--- src/mmd_pkg.sv ---
/*
  Constants shared by the motor drive controller: servo timebase, frame,
  stepper coil patterns and DC motor PWM figures.
  Assumes one system clock at 250 MHz (4 ns period).
*/
// Notes on behaviour
// - Servo timebase ticks every 50 us; servo pulse widths are whole ticks.
// - Count ticks so each servo pulse repeats once per 20 ms frame.
// - Neutral position gives 1.5 ms pulse; each step adds or removes one tick.
// - Positive step means clockwise and wider pulse; negative means narrower.
// - Servo position step is limited to plus or minus 11.
// - Each servo output rises at frame start, falls when ticks reach its length.
// - Shared pins go to SPI only while servo low with enough time left.
// - SPI select and clock stay direct; a transfer may stall and resume.
// - Each stepper advances once per period timer expiry; period sets speed.
// - On advance bump index, clear coils with mask, then set ON pattern.
// - Step command 0 stops, 1 single steps, 2 to 100 run continuously.
// - Command 0 or 1 stops the timer; above 1 loads period and starts.
// - Direction selects clockwise or counterclockwise pattern for later steps.
// - Step type selects full-step or half-step pattern for later steps.
// - Each timer expiry gives exactly one pattern update.
// - DC motor one uses PWM channel one, motor two channel two, high and low.
// - DC speed is the PWM duty of the enabled output.
// - Direction change while running stops, updates direction, then restarts.
// - Writing speed to a stopped DC motor also starts it.
// - Stopping a DC motor gates off both high and low outputs.
// - Start loads high startup duty and enables only high or low by direction.
// - After start, duty steps down on PWM period events to a lower requested duty; a higher one is loaded at the next event.
// - Full-step clockwise: 1+3, 1+4, 2+4, 2+3; reverse for counterclockwise.
// - Half-step clockwise eight states; reverse order for counterclockwise.
package mmd_pkg;

  localparam int SYS_CLK_NS = 4;

  // Servo timing
  localparam int SERVO_TICK_NS = 50000;
  localparam int SERVO_TICK_CYC = SERVO_TICK_NS / SYS_CLK_NS;
  localparam int FRAME_NS = 20000000;
  localparam int FRAME_TICKS = FRAME_NS / SERVO_TICK_NS;
  localparam int NEUTRAL_NS = 1500000;
  localparam int NEUTRAL_TICKS = NEUTRAL_NS / SERVO_TICK_NS;
  localparam int POS_LIMIT = 11;
  localparam int SPI_GUARD_TICKS = 4;
  localparam int SERVO_CH = 4;
  localparam int TICK_W = 9;
  localparam int POS_W = 5;

  // Stepper command and timing
  localparam logic [6:0] STEP_CMD_STOP = 7'h00;
  localparam logic [6:0] STEP_CMD_SINGLE = 7'h01;
  localparam logic [6:0] STEP_CMD_MAX = 7'h64;
  localparam int STEP_UNIT_NS = 100000;
  localparam int STEP_UNIT_CYC = STEP_UNIT_NS / SYS_CLK_NS;
  localparam logic [3:0] COIL_MASK = 4'h0;
  localparam logic [3:0] COIL_RESET = 4'h0;
  // Bit 0 is the first driver
  localparam logic [0:3][3:0] FULL_PAT = {4'h5, 4'h9, 4'ha, 4'h6};
  localparam logic [0:7][3:0] HALF_PAT = {4'h5, 4'h1, 4'h9, 4'h8, 4'ha, 4'h2, 4'h6, 4'h4};

  // DC motor PWM
  localparam int DC_CH = 2;
  localparam int PWM_PERIOD_NS = 50000;
  localparam logic [6:0] PWM_STEPS = 7'h64;
  localparam int PWM_SLOT_CYC = PWM_PERIOD_NS / SYS_CLK_NS / 100;
  localparam logic [6:0] STARTUP_DUTY = 7'h5a;

  typedef enum logic [2:0] {
    MMD_DC_IDLE = 3'b001,
    MMD_DC_RUN = 3'b010,
    MMD_DC_RESTART = 3'b100
  } mmd_dc_state_t;

endpackage

--- src/mmd_stepper.sv ---
/*
  One stepper channel: period timer, step index and coil pattern register.
  Assumes command strobes are one-cycle pulses synchronous to i_sys_clk.
*/
`timescale 1ns/1ps
`default_nettype none
module mmd_stepper
  import mmd_pkg::*;
#(
  parameter int UNIT_CYC = STEP_UNIT_CYC
) (
  // Clock and reset
  input wire logic i_sys_clk,
  input wire logic i_rst,
  // Control
  input wire logic [6:0] i_cmd,
  input wire logic i_cmd_wr,
  input wire logic i_dir_ccw,
  input wire logic i_half,
  // Coil drivers
  output logic [3:0] o_coil
);

  if (UNIT_CYC < 1) begin : g_chk
    $error("UNIT_CYC must be at least 1");
  end

  typedef struct packed {
    logic run;
    logic [31:0] cnt;
    logic [31:0] period;
    logic [2:0] idx;
    logic [3:0] coil;
  } mmd_step_st_t;

  mmd_step_st_t s;
  mmd_step_st_t next_s;
  logic adv;
  logic [6:0] cmd;

  function automatic logic [3:0] pattern(input logic ccw, input logic half, input logic [2:0] idx);
    if (half) begin
      pattern = ccw ? HALF_PAT[3'h7 - idx] : HALF_PAT[idx];
    end else begin
      pattern = ccw ? FULL_PAT[2'h3 - idx[1:0]] : FULL_PAT[idx[1:0]];
    end
  endfunction

  always_comb begin
    next_s = s;
    adv = 1'b0;
    cmd = (i_cmd > STEP_CMD_MAX) ? STEP_CMD_MAX : i_cmd;
    if (i_cmd_wr) begin
      if (cmd <= STEP_CMD_SINGLE) begin
        next_s.run = 1'b0;
        adv = (cmd == STEP_CMD_SINGLE);
      end else begin
        next_s.run = 1'b1;
        next_s.period = 32'(cmd) * 32'(UNIT_CYC);
        next_s.cnt = 32'h0;
      end
    end else if (s.run) begin
      if (s.cnt >= s.period - 32'h1) begin
        next_s.cnt = 32'h0;
        adv = 1'b1;
      end else begin
        next_s.cnt = s.cnt + 32'h1;
      end
    end
    if (adv) begin
      next_s.idx = i_half ? s.idx + 3'h1 : {1'b0, s.idx[1:0] + 2'h1};
      next_s.coil = (s.coil & COIL_MASK) | pattern(i_dir_ccw, i_half, next_s.idx);
    end
  end

  always_ff @(posedge i_sys_clk or posedge i_rst) begin
    if (i_rst) begin
      s <= '0;
    end else begin
      s <= next_s;
    end
  end

  assign o_coil = s.coil;
endmodule
`default_nettype wire

--- src/mmd_top.sv ---
/*
  Motor drive controller: four servo pulse trains with SPI pin sharing,
  unipolar and bipolar stepper channels, two DC motor PWM channels.
  Assumes inputs synchronous to i_sys_clk and strobes one cycle long.
*/
`timescale 1ns/1ps
`default_nettype none
module mmd_top
  import mmd_pkg::*;
#(
  parameter int TICK_CYC = SERVO_TICK_CYC,
  parameter int STEP_CYC = STEP_UNIT_CYC,
  parameter int GUARD_TICKS = SPI_GUARD_TICKS
) (
  // Clock and reset
  input wire logic i_sys_clk,
  input wire logic i_rst,
  // Servo control
  input wire logic [SERVO_CH-1:0] i_servo_en,
  input wire logic [SERVO_CH-1:0][POS_W-1:0] i_servo_pos,
  // SPI side of the shared pins
  input wire logic i_spi_req,
  input wire logic i_spi_mosi,
  output logic o_spi_miso,
  output logic o_spi_grant,
  // Servo pins
  output logic [1:0] o_servo,
  output logic o_shared_servo_out_a,
  input wire logic i_shared_servo_out_b,
  output logic o_shared_servo_out_b,
  output logic o_shared_servo_out_b_oe,
  // Stepper control
  input wire logic [6:0] i_uni_cmd,
  input wire logic i_uni_cmd_wr,
  input wire logic i_uni_dir_ccw,
  input wire logic i_uni_half,
  input wire logic [6:0] i_bi_cmd,
  input wire logic i_bi_cmd_wr,
  input wire logic i_bi_dir_ccw,
  input wire logic i_bi_half,
  // Stepper drivers
  output logic [3:0] o_uni_coil,
  output logic [3:0] o_bi_coil,
  // DC motor control
  input wire logic [DC_CH-1:0] i_dc_start,
  input wire logic [DC_CH-1:0] i_dc_stop,
  input wire logic [DC_CH-1:0] i_dc_dir_ccw,
  input wire logic [DC_CH-1:0][6:0] i_dc_speed,
  input wire logic [DC_CH-1:0] i_dc_speed_wr,
  // DC motor drivers and status
  output logic [DC_CH-1:0] o_dc_hi,
  output logic [DC_CH-1:0] o_dc_lo,
  output logic [DC_CH-1:0] o_dc_running
);

  if (TICK_CYC < 2 || GUARD_TICKS < 1 || GUARD_TICKS >= FRAME_TICKS) begin : g_chk
    $error("unsupported TICK_CYC or GUARD_TICKS");
  end

  typedef struct packed {
    logic [15:0] div;
    logic tick;
    logic [TICK_W-1:0] tick_cnt;
    logic [SERVO_CH-1:0] pulse;
    logic grant;
    logic miso;
    logic pin_a;
    logic pin_b;
    logic pin_b_oe;
    logic [7:0] slot;
    logic [6:0] pwm_cnt;
    logic pwm_evt;
    mmd_dc_state_t [DC_CH-1:0] dc_st;
    logic [DC_CH-1:0][6:0] duty;
    logic [DC_CH-1:0][6:0] req;
    logic [DC_CH-1:0] dir;
    logic [DC_CH-1:0] gate_hi;
    logic [DC_CH-1:0] gate_lo;
    logic [DC_CH-1:0] hi;
    logic [DC_CH-1:0] lo;
  } mmd_st_t;

  mmd_st_t s;
  mmd_st_t next_s;
  logic [DC_CH-1:0] go;

  // Pulse length in ticks, position clamped to the legal range
  function automatic logic [TICK_W-1:0] pulse_len(input logic [POS_W-1:0] pos);
    logic signed [POS_W-1:0] p;
    p = signed'(pos);
    if (p > POS_W'(POS_LIMIT)) begin
      p = POS_W'(POS_LIMIT);
    end else if (p < -POS_W'(POS_LIMIT)) begin
      p = -POS_W'(POS_LIMIT);
    end
    pulse_len = TICK_W'(NEUTRAL_TICKS) + TICK_W'(p);
  endfunction

  always_comb begin
    next_s = s;
    go = '0;
    // Servo timebase and frame
    next_s.tick = 1'b0;
    if (s.div == 16'(TICK_CYC - 1)) begin
      next_s.div = 16'h0;
      next_s.tick = 1'b1;
    end else begin
      next_s.div = s.div + 16'h1;
    end
    if (s.tick) begin
      if (s.tick_cnt == TICK_W'(FRAME_TICKS - 1)) begin
        next_s.tick_cnt = '0;
      end else begin
        next_s.tick_cnt = s.tick_cnt + TICK_W'(1);
      end
      for (int i = 0; i < SERVO_CH; i++) begin
        next_s.pulse[i] = i_servo_en[i] && (next_s.tick_cnt < pulse_len(i_servo_pos[i]));
      end
    end
    // Pin sharing; select and clock of SPI are not touched here
    next_s.grant = i_spi_req && !next_s.pulse[2] && !next_s.pulse[3]
      && (next_s.tick_cnt < TICK_W'(FRAME_TICKS - GUARD_TICKS));
    next_s.pin_a = next_s.grant ? i_spi_mosi : next_s.pulse[2];
    next_s.pin_b = next_s.pulse[3];
    next_s.pin_b_oe = !next_s.grant;
    next_s.miso = next_s.grant ? i_shared_servo_out_b : 1'b0;
    // PWM period
    next_s.pwm_evt = 1'b0;
    if (s.slot == 8'(PWM_SLOT_CYC - 1)) begin
      next_s.slot = 8'h0;
      if (s.pwm_cnt == PWM_STEPS - 7'h1) begin
        next_s.pwm_cnt = 7'h0;
        next_s.pwm_evt = 1'b1;
      end else begin
        next_s.pwm_cnt = s.pwm_cnt + 7'h1;
      end
    end else begin
      next_s.slot = s.slot + 8'h1;
    end
    // DC motors, stop wins over start and speed
    for (int m = 0; m < DC_CH; m++) begin
      if (i_dc_speed_wr[m]) begin
        next_s.req[m] = (i_dc_speed[m] > PWM_STEPS) ? PWM_STEPS : i_dc_speed[m];
      end
      unique case (s.dc_st[m])
        MMD_DC_IDLE: begin
          go[m] = i_dc_start[m] || i_dc_speed_wr[m];
          next_s.dir[m] = i_dc_dir_ccw[m];
        end
        MMD_DC_RUN: begin
          go[m] = i_dc_start[m];
          if (i_dc_dir_ccw[m] != s.dir[m]) begin
            next_s.dir[m] = i_dc_dir_ccw[m];
            next_s.gate_hi[m] = 1'b0;
            next_s.gate_lo[m] = 1'b0;
            next_s.dc_st[m] = MMD_DC_RESTART;
            go[m] = 1'b0;
          end else if (s.pwm_evt && s.duty[m] > next_s.req[m]) begin
            next_s.duty[m] = s.duty[m] - 7'h1;
          end else if (s.pwm_evt && s.duty[m] < next_s.req[m]) begin
            next_s.duty[m] = next_s.req[m];
          end
        end
        MMD_DC_RESTART: begin
          go[m] = 1'b1;
        end
      endcase
      if (i_dc_stop[m]) begin
        go[m] = 1'b0;
        next_s.gate_hi[m] = 1'b0;
        next_s.gate_lo[m] = 1'b0;
        next_s.dc_st[m] = MMD_DC_IDLE;
      end else if (go[m]) begin
        next_s.duty[m] = STARTUP_DUTY;
        next_s.gate_hi[m] = !next_s.dir[m];
        next_s.gate_lo[m] = next_s.dir[m];
        next_s.dc_st[m] = MMD_DC_RUN;
      end
      next_s.hi[m] = next_s.gate_hi[m] && (next_s.pwm_cnt < next_s.duty[m]);
      next_s.lo[m] = next_s.gate_lo[m] && (next_s.pwm_cnt < next_s.duty[m]);
    end
  end

  always_ff @(posedge i_sys_clk or posedge i_rst) begin
    if (i_rst) begin
      s <= '0;
      s.pin_b_oe <= 1'b1;
      s.dc_st <= {DC_CH{MMD_DC_IDLE}};
    end else begin
      s <= next_s;
    end
  end

  assign o_servo = s.pulse[1:0];
  assign o_shared_servo_out_a = s.pin_a;
  assign o_shared_servo_out_b = s.pin_b;
  assign o_shared_servo_out_b_oe = s.pin_b_oe;
  assign o_spi_miso = s.miso;
  assign o_spi_grant = s.grant;
  assign o_dc_hi = s.hi;
  assign o_dc_lo = s.lo;
  always_comb begin
    for (int m = 0; m < DC_CH; m++) begin
      o_dc_running[m] = (s.dc_st[m] == MMD_DC_RUN);
    end
  end

  mmd_stepper #(.UNIT_CYC(STEP_CYC)) u_uni (
    .i_sys_clk(i_sys_clk),
    .i_rst(i_rst),
    .i_cmd(i_uni_cmd),
    .i_cmd_wr(i_uni_cmd_wr),
    .i_dir_ccw(i_uni_dir_ccw),
    .i_half(i_uni_half),
    .o_coil(o_uni_coil)
  );

  mmd_stepper #(.UNIT_CYC(STEP_CYC)) u_bi (
    .i_sys_clk(i_sys_clk),
    .i_rst(i_rst),
    .i_cmd(i_bi_cmd),
    .i_cmd_wr(i_bi_cmd_wr),
    .i_dir_ccw(i_bi_dir_ccw),
    .i_half(i_bi_half),
    .o_coil(o_bi_coil)
  );
endmodule
`default_nettype wire

--- config.mk ---
export PLATFORM = sky130hd
export DESIGN_NAME = mmd_top
export DESIGN_NICKNAME = d
export VERILOG_FILES = /design/src/mmd_pkg.sv /design/src/mmd_stepper.sv /design/src/mmd_top.sv
export SDC_FILE = /design/constraint.sdc
export NUM_CORES = 1
export LEC_CHECK = 0
export ABC_CLOCK_PERIOD_IN_PS = 16250
export BUFFER_PORTS_ARGS = -buffer_cell sky130_fd_sc_hd__buf_4
export CORE_MARGIN = 3
export CORE_UTILIZATION = 25
export CTS_CLUSTER_DIAMETER = 30
export CTS_CLUSTER_SIZE = 28
export DETAILED_ROUTE_END_ITERATION = 12
export PLACE_DENSITY = 0.49
export SYNTH_ARGS = -nofsm -noshare
export SYNTH_HDL_FRONTEND = slang
export SYNTH_SLANG_ARGS = --single-unit
--- constraint.sdc ---
create_clock -name i_sys_clk -period 16.25 [get_ports i_sys_clk]
set_input_delay 1.625 -clock i_sys_clk [delete_from_list [all_inputs] [get_ports i_sys_clk]]
set_output_delay 1.625 -clock i_sys_clk [all_outputs]
set_load 0.02 [all_outputs]
==> flow_metrics.env, run 1 <==
export IMPL_outcome="finished clean"
export IMPL_clock_path_buffers=3
export IMPL_cts_inserted_buffers=75
export IMPL_power_frac_clock=0.544
export IMPL_cp_max_fo=5
export IMPL_dieArea_sq_mm=0.0734
export IMPL_reg2regPathDepth=13
export IMPL_rr_endpoint="u_bi.s[49]$_DFFE_PP0P_"
export IMPL_critPathTopFamily="adder cells"
export IMPL_power_leakage_uw=0.0105
export IMPL_path_class="input pin to flop"
export IMPL_synth_distinct_cells=90
export IMPL_synth_seq_cells=212
export IMPL_synthesis_nets=2307
export IMPL_synth_edff_count=0
export IMPL_drive_above_1_share=0.141
export IMPL_place_ws_ns=9.86
export IMPL_hold_start="s[79]$_DFF_PP0_"
export IMPL_fp_dieW_um=271
export IMPL_syn_area_sq_mm=0.0176
export IMPL_layout_commonest_cell="ha_1"
export IMPL_post_route_period_util=0.356
export IMPL_worstSetupEndpointType="flop"
export IMPL_synthCells=1975
export IMPL_grt_start_max_net_pins=82
export IMPL_syn2layout_area_growth_pct=23.7
export IMPL_drv_slew=0
export IMPL_drt_wl_total_mm=42.1
export IMPL_regToRegSetupSlack_ns=11.34
export IMPL_postRouteAntennaNets=0
export IMPL_fin_cells=3074
export IMPL_grt_pass1_vias=15000
export IMPL_via_per_inst=4.74
export IMPL_drt_iter0_drc=612
export IMPL_fin_crit_ns=5.79
export IMPL_cp_arrival_ns=6.22
export IMPL_avgSynthCellArea_sq_um=8.89
export IMPL_numPortBuffers=91
export IMPL_pwr_share_comb=0.209
export IMPL_track_usage=0.116
export IMPL_setup_viol=0
export IMPL_drcViolationCount=0
export IMPL_worst_hold_path_type="flop to flop"
export IMPL_cts_hold_fix_buffers=0
export IMPL_power_switching_uw=764
export IMPL_max_cap_viol_count=0
export IMPL_holdPathEnd="s[79]$_DFF_PP0_"
export IMPL_synth_seq_area_share=0.302
export IMPL_holdWs_ns=0.454
export IMPL_total_power_uw=2600
export IMPL_antenna_found_initial=0
export IMPL_intPower_uw=1830
export IMPL_max_freq_mhz=173
export IMPL_ir_worst_vdd_mv=0.0666
export IMPL_rsz0062_at_grt="no"
export IMPL_cts_max_level=3
export IMPL_fin_ws_ns=10.46
export IMPL_routedWlPerCell_um=13.7
export IMPL_path_depth=20
export IMPL_initial_core_util=0.254
export IMPL_yosysTopAreaCellShare=0.298
export IMPL_regToRegStartpoint="u_bi.s[15]$_DFFE_PP0P_"
export IMPL_num_vias=14600
export IMPL_whs_path_depth=1
export IMPL_clock_latency_ns=0.59
export IMPL_netSwitchingFraction=0.294
export IMPL_power_frac_seq=0.247
export IMPL_fill_cells=7211
export IMPL_hold_viol_final=0
export IMPL_antenna_cells=0
export IMPL_finalSetupTns_ns=0
export IMPL_clkSinkCount=212
export IMPL_power_density_mw_per_mm2=120
export IMPL_yosys_area_top_type="dfrtp_1"
export IMPL_post_dp_hpwl_mm=31.1
export IMPL_slowest_delay_ns=0.66
export IMPL_place_congestion=0.816
export IMPL_synth_flop_cell="dfrtp_1"
export IMPL_async_flop_share=1.00
export IMPL_relSlewSlack=0.359
export IMPL_clk_pin_slew_ns=0.04
export IMPL_post_cts_setup_buffers=0
export IMPL_die_h_um=271
export IMPL_synthTopCellsByArea="dfrtp_1 30%, ha_1 18%, o21ai_0 3.6%, a21o_1 3.5%, xnor2_1 3.4%"
export IMPL_num_rows=96
export IMPL_cpMaxStageDelayCell="a2111oi_0"
export IMPL_start_kind="input pin"
export IMPL_io_pins=92
export IMPL_path_buf_inv=4
export IMPL_ys_warn_count=0
export IMPL_dr_pass1_iters=5
export IMPL_cts_tree="built"
export IMPL_final_cell_mix="247 x ha_1, 209 x dfrtp_1, 155 x inv_1"
export IMPL_overflow=0
export IMPL_core_sq_mm=0.0691
export IMPL_final_nets=2416
export IMPL_required_ns=16.68
export IMPL_cts_root_buf="clkbuf_16"
export IMPL_cts_resized=0
export IMPL_worst_pin_slew_ns=0.960
export IMPL_crit_chain="buf_4, nand2_1, a21o_1, nand2b_1, inv_1, ha_1, inv_1, fa_1, fa_1, inv_1, ha_1, ha_1, nor2_1, nor2b_1, a2111oi_0, nor3_1, or3_1, a21oi_1, xor2_1, a21oi_1"
export IMPL_finClkSkew_ns=0.0321
export IMPL_dp_cells=2938
export IMPL_grt_pass1_wl_mm=72.3
per-layer routing:
layer  vias up  GRT usage  wire length, um
met4         0     0.0390             1060
li1       7341          -                -
met3        85     0.0256             1490
met5         -          0                0
met1      6943      0.144            19500
met2       194      0.197            20000
power by group through the flow:
stage / sequential, uW / combinational [uW] / clock [uW]
2_1_floorplan: 632 / 426 / 0
3_3_place_gp: 646 / 538 / 0
3_5_place_dp: 649 / 546 / 0
4_1_cts: 642 / 553 / 1450
5_1_grt: 651 / 630 / 1490
6_report: 641 / 543 / 1410
state kept, by name (all words and copies together) (netlist names):
name                     count
s                           84
o_servo                      2
u_uni.o_coil                 4
o_spi_grant                  1
u_bi.s                      55
o_spi_miso                   1
o_shared_servo_out_a         1
u_uni.s                     55
u_bi.o_coil                  4
o_shared_servo_out_b_oe      1
o_dc_lo                      2
o_dc_hi                      2
area by class of cell:
cell class | instances | area [sq um] | area share
inverter | 157 | 597 | 0.0275
timing repair buffer | 98 | 736 | 0.0339
sequential | 212 | 5310 | 0.244
clock buffer | 103 | 2150 | 0.0991
tap | 931 | 1160 | 0.0536
clock inverter | 33 | 409 | 0.0188
multi-input combinational | 1540 | 11400 | 0.523
synthesized netlist by cell type, drive strengths merged (36+ instances only):
| master | count |
|---|---|
| o21ai | 135 |
| clkbuf | 38 |
| a21oi | 87 |
| ha | 247 |
| nor3 | 68 |
| and3 | 36 |
| a21o | 81 |
| nor2 | 131 |
| mux2 | 40 |
| dfrtp | 209 |
| nand3 | 62 |
| xnor2 | 69 |
| nand2 | 143 |
| inv | 157 |
through the flow:
step / instance area (sq um) / utilization
after floorplan: 17600 / -
after global placement: 19200 / 0.277
after detailed placement: 19200 / 0.277
after CTS: 21700 / 0.315
after global routing: 21700 / 0.315
final: 21700 / 0.315
worst register-to-register path: stages (launching register included):
cell and delay [ns]:
dfrtp_1 0.39, or4_1 0.57, nor2_1 0.15, nand2_1 0.11, or3_1 0.44, or3_1 0.58
ha_1 0.40, nand4_1 0.14, or4_1 0.62, a311o_1 0.41, nand4_1 0.13, buf_4 0.46
o21ai_0 0.22, a21o_1 0.20
kinds of logic (layout without fill, tap and decap cells):
logic type | after synthesis | after routing | synth area share
buf+inv | 223 | 391 | 0.0514
compound gates | 469 | 469 | 0.178
mux | 50 | 50 | 0.0314
flops | 212 | 212 | 0.302
simple gates | 658 | 658 | 0.194
fa+ha+maj | 261 | 261 | 0.192
xor+xnor | 102 | 102 | 0.0509
worst max path at each step:
stage | from | endpoint | slack, ns
finish | i_bi_cmd[5] | u_bi.s[25]$_DFFE_PP0P_ | 10.46
global route | i_bi_cmd[5] | u_bi.s[25]$_DFFE_PP0P_ | 10.14
CTS | i_bi_cmd[5] | u_bi.s[25]$_DFFE_PP0P_ | 10.43
detailed placement | i_bi_cmd[5] | u_bi.s[25]$_DFFE_PP0P_ | 9.86
global placement | i_bi_cmd[5] | u_bi.s[25]$_DFFE_PP0P_ | 9.92
floorplan | i_rst | o_dc_hi[0]$_DFF_PP0_ | 8.84
No activity file was read; power rests on OpenSTA's default activity.
==> inputs of run 2 (changes only) <==
--- a/config.mk
+++ b/config.mk
@@ -5,7 +5,7 @@
 export SDC_FILE = /design/constraint.sdc
 export NUM_CORES = 1
 export LEC_CHECK = 0
-export ABC_CLOCK_PERIOD_IN_PS = 16250
+export ABC_CLOCK_PERIOD_IN_PS = 5400
 export BUFFER_PORTS_ARGS = -buffer_cell sky130_fd_sc_hd__buf_4
 export CORE_MARGIN = 3
 export CORE_UTILIZATION = 25
==> constraint.sdc (replaced) <==
create_clock -name i_sys_clk -period 5.4 [get_ports i_sys_clk]
set_input_delay 0.54 -clock i_sys_clk [delete_from_list [all_inputs] [get_ports i_sys_clk]]
set_output_delay 0.54 -clock i_sys_clk [all_outputs]
set_load 0.02 [all_outputs]
==> flow_metrics.env, run 2 (synthesized netlist as in run 1, its figures left out) <==
export IMPL_drive_above_1_share=0.141
export IMPL_worst_pin_slew_ns=0.928
export IMPL_antenna_found_initial=0
export IMPL_post_route_period_util=0.878
export IMPL_worstSetupEndpointType="flop"
export IMPL_drt_iter0_drc=658
export IMPL_drv_slew=0
export IMPL_antenna_cells=0
export IMPL_dieArea_sq_mm=0.0734
export IMPL_cts_tree="built"
export IMPL_wl_met1_mm=19.4
export IMPL_initial_core_util=0.254
export IMPL_ir_worst_vdd_mv=0.240
export IMPL_relSlewSlack=0.382
export IMPL_power_switching_uw=2230
export IMPL_netSwitchingFraction=0.280
export IMPL_fin_cells=3075
export IMPL_clkSinkCount=212
export IMPL_postRouteAntennaNets=0
export IMPL_worst_hold_path_type="input pin to flop"
export IMPL_fp_dieW_um=271
export IMPL_pwr_share_comb=0.207
export IMPL_final_cell_mix="247 x ha_1, 209 x dfrtp_1, 155 x inv_1"
export IMPL_final_nets=2418
export IMPL_layout_commonest_cell="ha_1"
export IMPL_cts_inserted_buffers=72
export IMPL_post_cts_setup_buffers=0
export IMPL_place_ws_ns=0.238
export IMPL_grt_pass1_wl_mm=71.1
export IMPL_power_frac_clock=0.551
export IMPL_drt_wl_total_mm=41.2
export IMPL_highest_layer="met4"
export IMPL_top_regs="s (84), u_bi.s (55), u_uni.s (55)"
export IMPL_overflow=0
export IMPL_clk_pin_slew_ns=0.04
export IMPL_max_freq_mhz=211
export IMPL_finClkSkew_ns=0.0256
export IMPL_via_per_inst=4.73
export IMPL_outcome="finished clean"
export IMPL_cts_max_level=3
export IMPL_required_ns=5.84
export IMPL_hold_viol_final=0
export IMPL_intPower_uw=5740
export IMPL_drcViolationCount=0
export IMPL_clock_path_buffers=3
export IMPL_post_dp_hpwl_mm=30.5
export IMPL_top_register="s"
export IMPL_finalSetupTns_ns=0
export IMPL_fin_crit_ns=4.74
export IMPL_power_density_mw_per_mm2=365
export IMPL_die_h_um=271
export IMPL_start_kind="flop"
export IMPL_met2_length_mm=19.4
export IMPL_cts_hold_fix_buffers=0
export IMPL_max_cap_viol_count=0
export IMPL_fin_ws_ns=0.657
export IMPL_cp_arrival_ns=5.18
export IMPL_io_pins=92
export IMPL_met3WireLength_mm=1.56
export IMPL_num_vias=14500
export IMPL_cts_resized=0
export IMPL_cts_root_buf="clkbuf_16"
export IMPL_place_congestion=0.836
export IMPL_cp_max_fo=57
export IMPL_grt_pass1_vias=14900
export IMPL_dr_pass1_iters=5
export IMPL_power_frac_seq=0.242
export IMPL_largest_register_ffs=84
export IMPL_syn2layout_area_growth_pct=24.3
export IMPL_track_usage=0.113
export IMPL_grt_start_max_net_pins=153
export IMPL_numPortBuffers=91
export IMPL_rsz0062_at_grt="no"
export IMPL_dp_cells=2943
export IMPL_setup_viol=0
export IMPL_core_sq_mm=0.0691
export IMPL_routedWlPerCell_um=13.4
export IMPL_num_rows=96
export IMPL_path_class="flop to flop"
export IMPL_clock_latency_ns=0.59
export IMPL_power_leakage_uw=0.0105
## run 2: cell count changes in the layout (fill, tap and decap cells not counted)
cell,previous run,this run
buf_12,0,2
inv_8,1,0
bufinv_16,5,11
inv_16,1,0
buf_4,98,101
inv_6,1,2
clkinv_16,3,1
clkinv_2,20,14
clkbuf_8,17,16
clkbuf_1,11,12
clkbuf_16,75,74
## run 2: path summary, 6_finish.rpt
path / to / start / slack, ns / cells past startpoint
max: u_bi.s[49]$_DFFE_PP0P_ / u_bi.s[15]$_DFFE_PP0P_ / 0.66 / 13
min: s[39]$_DFFE_PP0P_ / i_dc_stop[0] / 0.15 / 2
max reg2reg: u_bi.s[49]$_DFFE_PP0P_ / u_bi.s[15]$_DFFE_PP0P_ / 0.66 / 13
min reg2reg: s[79]$_DFF_PP0_ / s[79]$_DFF_PP0_ / 0.46 / 1
max in group asynchronous: u_bi.s[48]$_DFFE_PP0P_ / i_rst / 4.50 / 3
min in group asynchronous: s[86]$_DFF_PP0_ / i_rst / 0.22 / 3
## run 2: power groups by stage
stage               sequential (uW)  combinational, uW  clock [uW]
global route                   1960               1900        4610
detailed placement             1950               1660           0
floorplan                      1900               1280           0
finish                         1930               1650        4390
global placement               1940               1640           0
CTS                            1930               1680        4510
## run 2: critical path, stage by stage, from the launching register on
cell	delay [ns]
dfrtp_1	0.40
or4_1	0.57
nor2_1	0.16
nand2_1	0.11
or3_1	0.43
or3_1	0.57
ha_1	0.39
nand4_1	0.16
or4_1	0.63
a311o_1	0.41
nand4_1	0.18
buf_12	0.24
o21ai_0	0.13
a21o_1	0.20
## run 2: layout make-up
| class | instances | area (sq um) |
|---|---|---|
| flip-flops and latches | 212 | 5310 |
| well taps | 931 | 1160 |
| clock buffers | 102 | 2120 |
| fillers | 7171 | 47200 |
| clock inverters | 30 | 480 |
| repair buffers | 103 | 798 |
| inverters | 157 | 593 |
| multi-input cells | 1540 | 11400 |
## run 2: through the flow
| stage | utilization | cell area (sq um) | hold WS, ns | total power, uW |
|---|---|---|---|---|
| finish | 0.316 | 21800 | 0.152 | 7970 |
| global route | 0.316 | 21800 | 0.132 | 8460 |
| CTS | 0.316 | 21800 | 0.115 | 8120 |
| detailed placement | 0.278 | 19200 | 0.459 | 3610 |
| global placement | 0.278 | 19200 | 0.439 | 3580 |
| floorplan | - | 17600 | 0.425 | 3180 |
## run 2: layer usage
metal  up-vias  track usage
met4         0       0.0368
met3        70       0.0256
met2       185        0.192
li1       7366            -
met1      6909        0.142
met5         -            0
==> inputs of run 3 (changes only) <==
--- a/config.mk
+++ b/config.mk
@@ -8,11 +8,12 @@
 export ABC_CLOCK_PERIOD_IN_PS = 5400
 export BUFFER_PORTS_ARGS = -buffer_cell sky130_fd_sc_hd__buf_4
 export CORE_MARGIN = 3
-export CORE_UTILIZATION = 25
+export CORE_UTILIZATION = 41
 export CTS_CLUSTER_DIAMETER = 30
 export CTS_CLUSTER_SIZE = 28
 export DETAILED_ROUTE_END_ITERATION = 12
-export PLACE_DENSITY = 0.49
+export GPL_TIMING_DRIVEN = 0
+export PLACE_DENSITY = 0.67
 export SYNTH_ARGS = -nofsm -noshare
 export SYNTH_HDL_FRONTEND = slang
 export SYNTH_SLANG_ARGS = --single-unit
==> flow_metrics.env, run 3 (synthesized netlist as in run 1, its figures left out) <==
export IMPL_clock_latency_ns=0.58
export IMPL_routedWlPerCell_um=14.8
export IMPL_via_per_inst=5.45
export IMPL_relSlewSlack=0.462
export IMPL_post_dp_hpwl_mm=30.5
export IMPL_track_usage=0.177
export IMPL_regToRegSetupSlack_ns=0.29
export IMPL_drive_above_1_share=0.137
export IMPL_postRouteAntennaNets=0
export IMPL_start_kind="flop"
export IMPL_cts_resized=0
export IMPL_antenna_cells=0
export IMPL_num_rows=75
export IMPL_place_congestion=0.843
export IMPL_top_regs="s (84), u_bi.s (55), u_uni.s (55)"
export IMPL_worst_pin_slew_ns=0.800
export IMPL_dr_pass1_iters=5
export IMPL_cts_max_level=2
export IMPL_power_density_mw_per_mm2=334
export IMPL_clkSinkCount=212
export IMPL_outcome="finished clean"
export IMPL_syn2layout_area_growth_pct=19.5
export IMPL_hold_viol_final=0
export IMPL_place_area_sq_mm=0.0190
export IMPL_regToRegStartpoint="u_bi.s[14]$_DFFE_PP0P_"
export IMPL_fp_dieW_um=213
export IMPL_cts_root_buf="clkbuf_16"
export IMPL_grt_start_max_net_pins=43
export IMPL_final_cell_mix="247 x ha_1, 209 x dfrtp_1, 155 x inv_1"
export IMPL_cp_max_fo=10
export IMPL_worstSetupEndpointType="flop"
export IMPL_final_nets=2460
export IMPL_post_route_period_util=0.947
export IMPL_ir_worst_vdd_mv=0.233
export IMPL_cts_inserted_buffers=57
export IMPL_max_cap_viol_count=0
export IMPL_top_register="s"
export IMPL_path_class="flop to flop"
export IMPL_dieArea_sq_mm=0.0453
export IMPL_setup_viol=0
export IMPL_holdPathEnd="s[42]$_DFFE_PP0P_"
export IMPL_rr_endpoint="u_bi.s[64]$_DFFE_PP0P_"
export IMPL_worst_hold_path_type="input pin to flop"
export IMPL_required_ns=5.86
export IMPL_cts_tree="built"
export IMPL_die_h_um=213
export IMPL_initial_core_util=0.417
export IMPL_drt_iter0_drc=859
export IMPL_drv_slew=0
export IMPL_finClkSkew_ns=0.0238
export IMPL_grt_pass1_vias=14600
export IMPL_fin_cells=2714
export IMPL_finalInstanceArea_sq_mm=0.0210
export IMPL_fin_crit_ns=5.11
export IMPL_hold_start="i_dc_stop[1]"
export IMPL_reg2regPathDepth=14
export IMPL_power_leakage_uw=0.0103
export IMPL_post_cts_setup_buffers=0
export IMPL_clk_pin_slew_ns=0.05
export IMPL_largest_register_ffs=84
export IMPL_antenna_found_initial=0
export IMPL_io_pins=92
export IMPL_core_sq_mm=0.0421
export IMPL_cp_arrival_ns=5.58
export IMPL_finalSetupTns_ns=0
export IMPL_whs_path_depth=2
export IMPL_overflow=0
export IMPL_layout_commonest_cell="ha_1"
export IMPL_drcViolationCount=0
export IMPL_numPortBuffers=87
export IMPL_clock_path_buffers=3
export IMPL_num_vias=14800
export IMPL_dp_cells=2607
export IMPL_rsz0062_at_grt="no"
export IMPL_drt_wl_total_mm=40.1
export IMPL_cts_hold_fix_buffers=1
export IMPL_max_freq_mhz=196
export IMPL_grt_pass1_wl_mm=67.8
## run 3: power by group
part	total (uW)	leakage, uW	switching, uW	internal, uW
clock network	3390	0.000967	1030	2360
logic	1680	0.00667	898	777
registers	1930	0.00270	174	1760
total	7000	0.0103	2100	4900
## run 3: layout make-up
| cell class | instances | area, sq um |
|---|---|---|
| fill | 3885 | 21100 |
| buffer | 66 | 314 |
| clock buffer | 75 | 1610 |
| clock inverter | 31 | 352 |
| inverter | 157 | 593 |
| multi-input combinational | 1540 | 11300 |
| sequential | 212 | 5310 |
| tap | 539 | 674 |
| timing repair buffer | 94 | 783 |
## run 3: routing by layer
metal  part of all wire  track usage
met1               0.47        0.234
met2               0.47        0.299
met3              0.038       0.0317
met4              0.018       0.0502
met5                  0            0
## run 3: worst max path at each step
stage                                    endpoint  slack, ns                    from  cells after the start
after floorplan            u_bi.s[25]$_DFFE_PP0P_       0.74             i_bi_cmd[0]                     19
after global placement    u_uni.s[28]$_DFFE_PP0P_       0.13            i_uni_cmd[0]                     20
after detailed placement  u_uni.s[28]$_DFFE_PP0P_       0.14            i_uni_cmd[0]                     20
after CTS                  u_bi.s[64]$_DFFE_PP0P_       0.31  u_bi.s[14]$_DFFE_PP0P_                     14
after global routing       u_bi.s[64]$_DFFE_PP0P_       0.07  u_bi.s[14]$_DFFE_PP0P_                     14
final                      u_bi.s[64]$_DFFE_PP0P_       0.29  u_bi.s[14]$_DFFE_PP0P_                     14
## run 3: per-stage QoR
step / hold slack, ns / utilization / power [uW] / setup slack, ns
detailed placement: 0.457 / 0.451 / 3630 / 0.144
CTS: 0.0995 / 0.498 / 7080 / 0.307
floorplan: 0.425 / - / 3180 / 0.738
finish: 0.138 / 0.498 / 7000 / 0.285
global placement: 0.439 / 0.448 / 3550 / 0.131
global route: 0.114 / 0.498 / 7430 / 0.0747
## run 3: worst max-delay path, stage by stage, from the launching register on
cell and delay (ns):
dfrtp_1 0.42, or4_1 0.58, nor2_1 0.20, nand2_1 0.11
or3_1 0.43, or3_1 0.56, ha_1 0.38, nand4_1 0.15
or4_1 0.61, a311o_1 0.40, nand4_1 0.20, buf_2 0.26
clkbuf_1 0.42, nor3_1 0.10, a21o_1 0.17
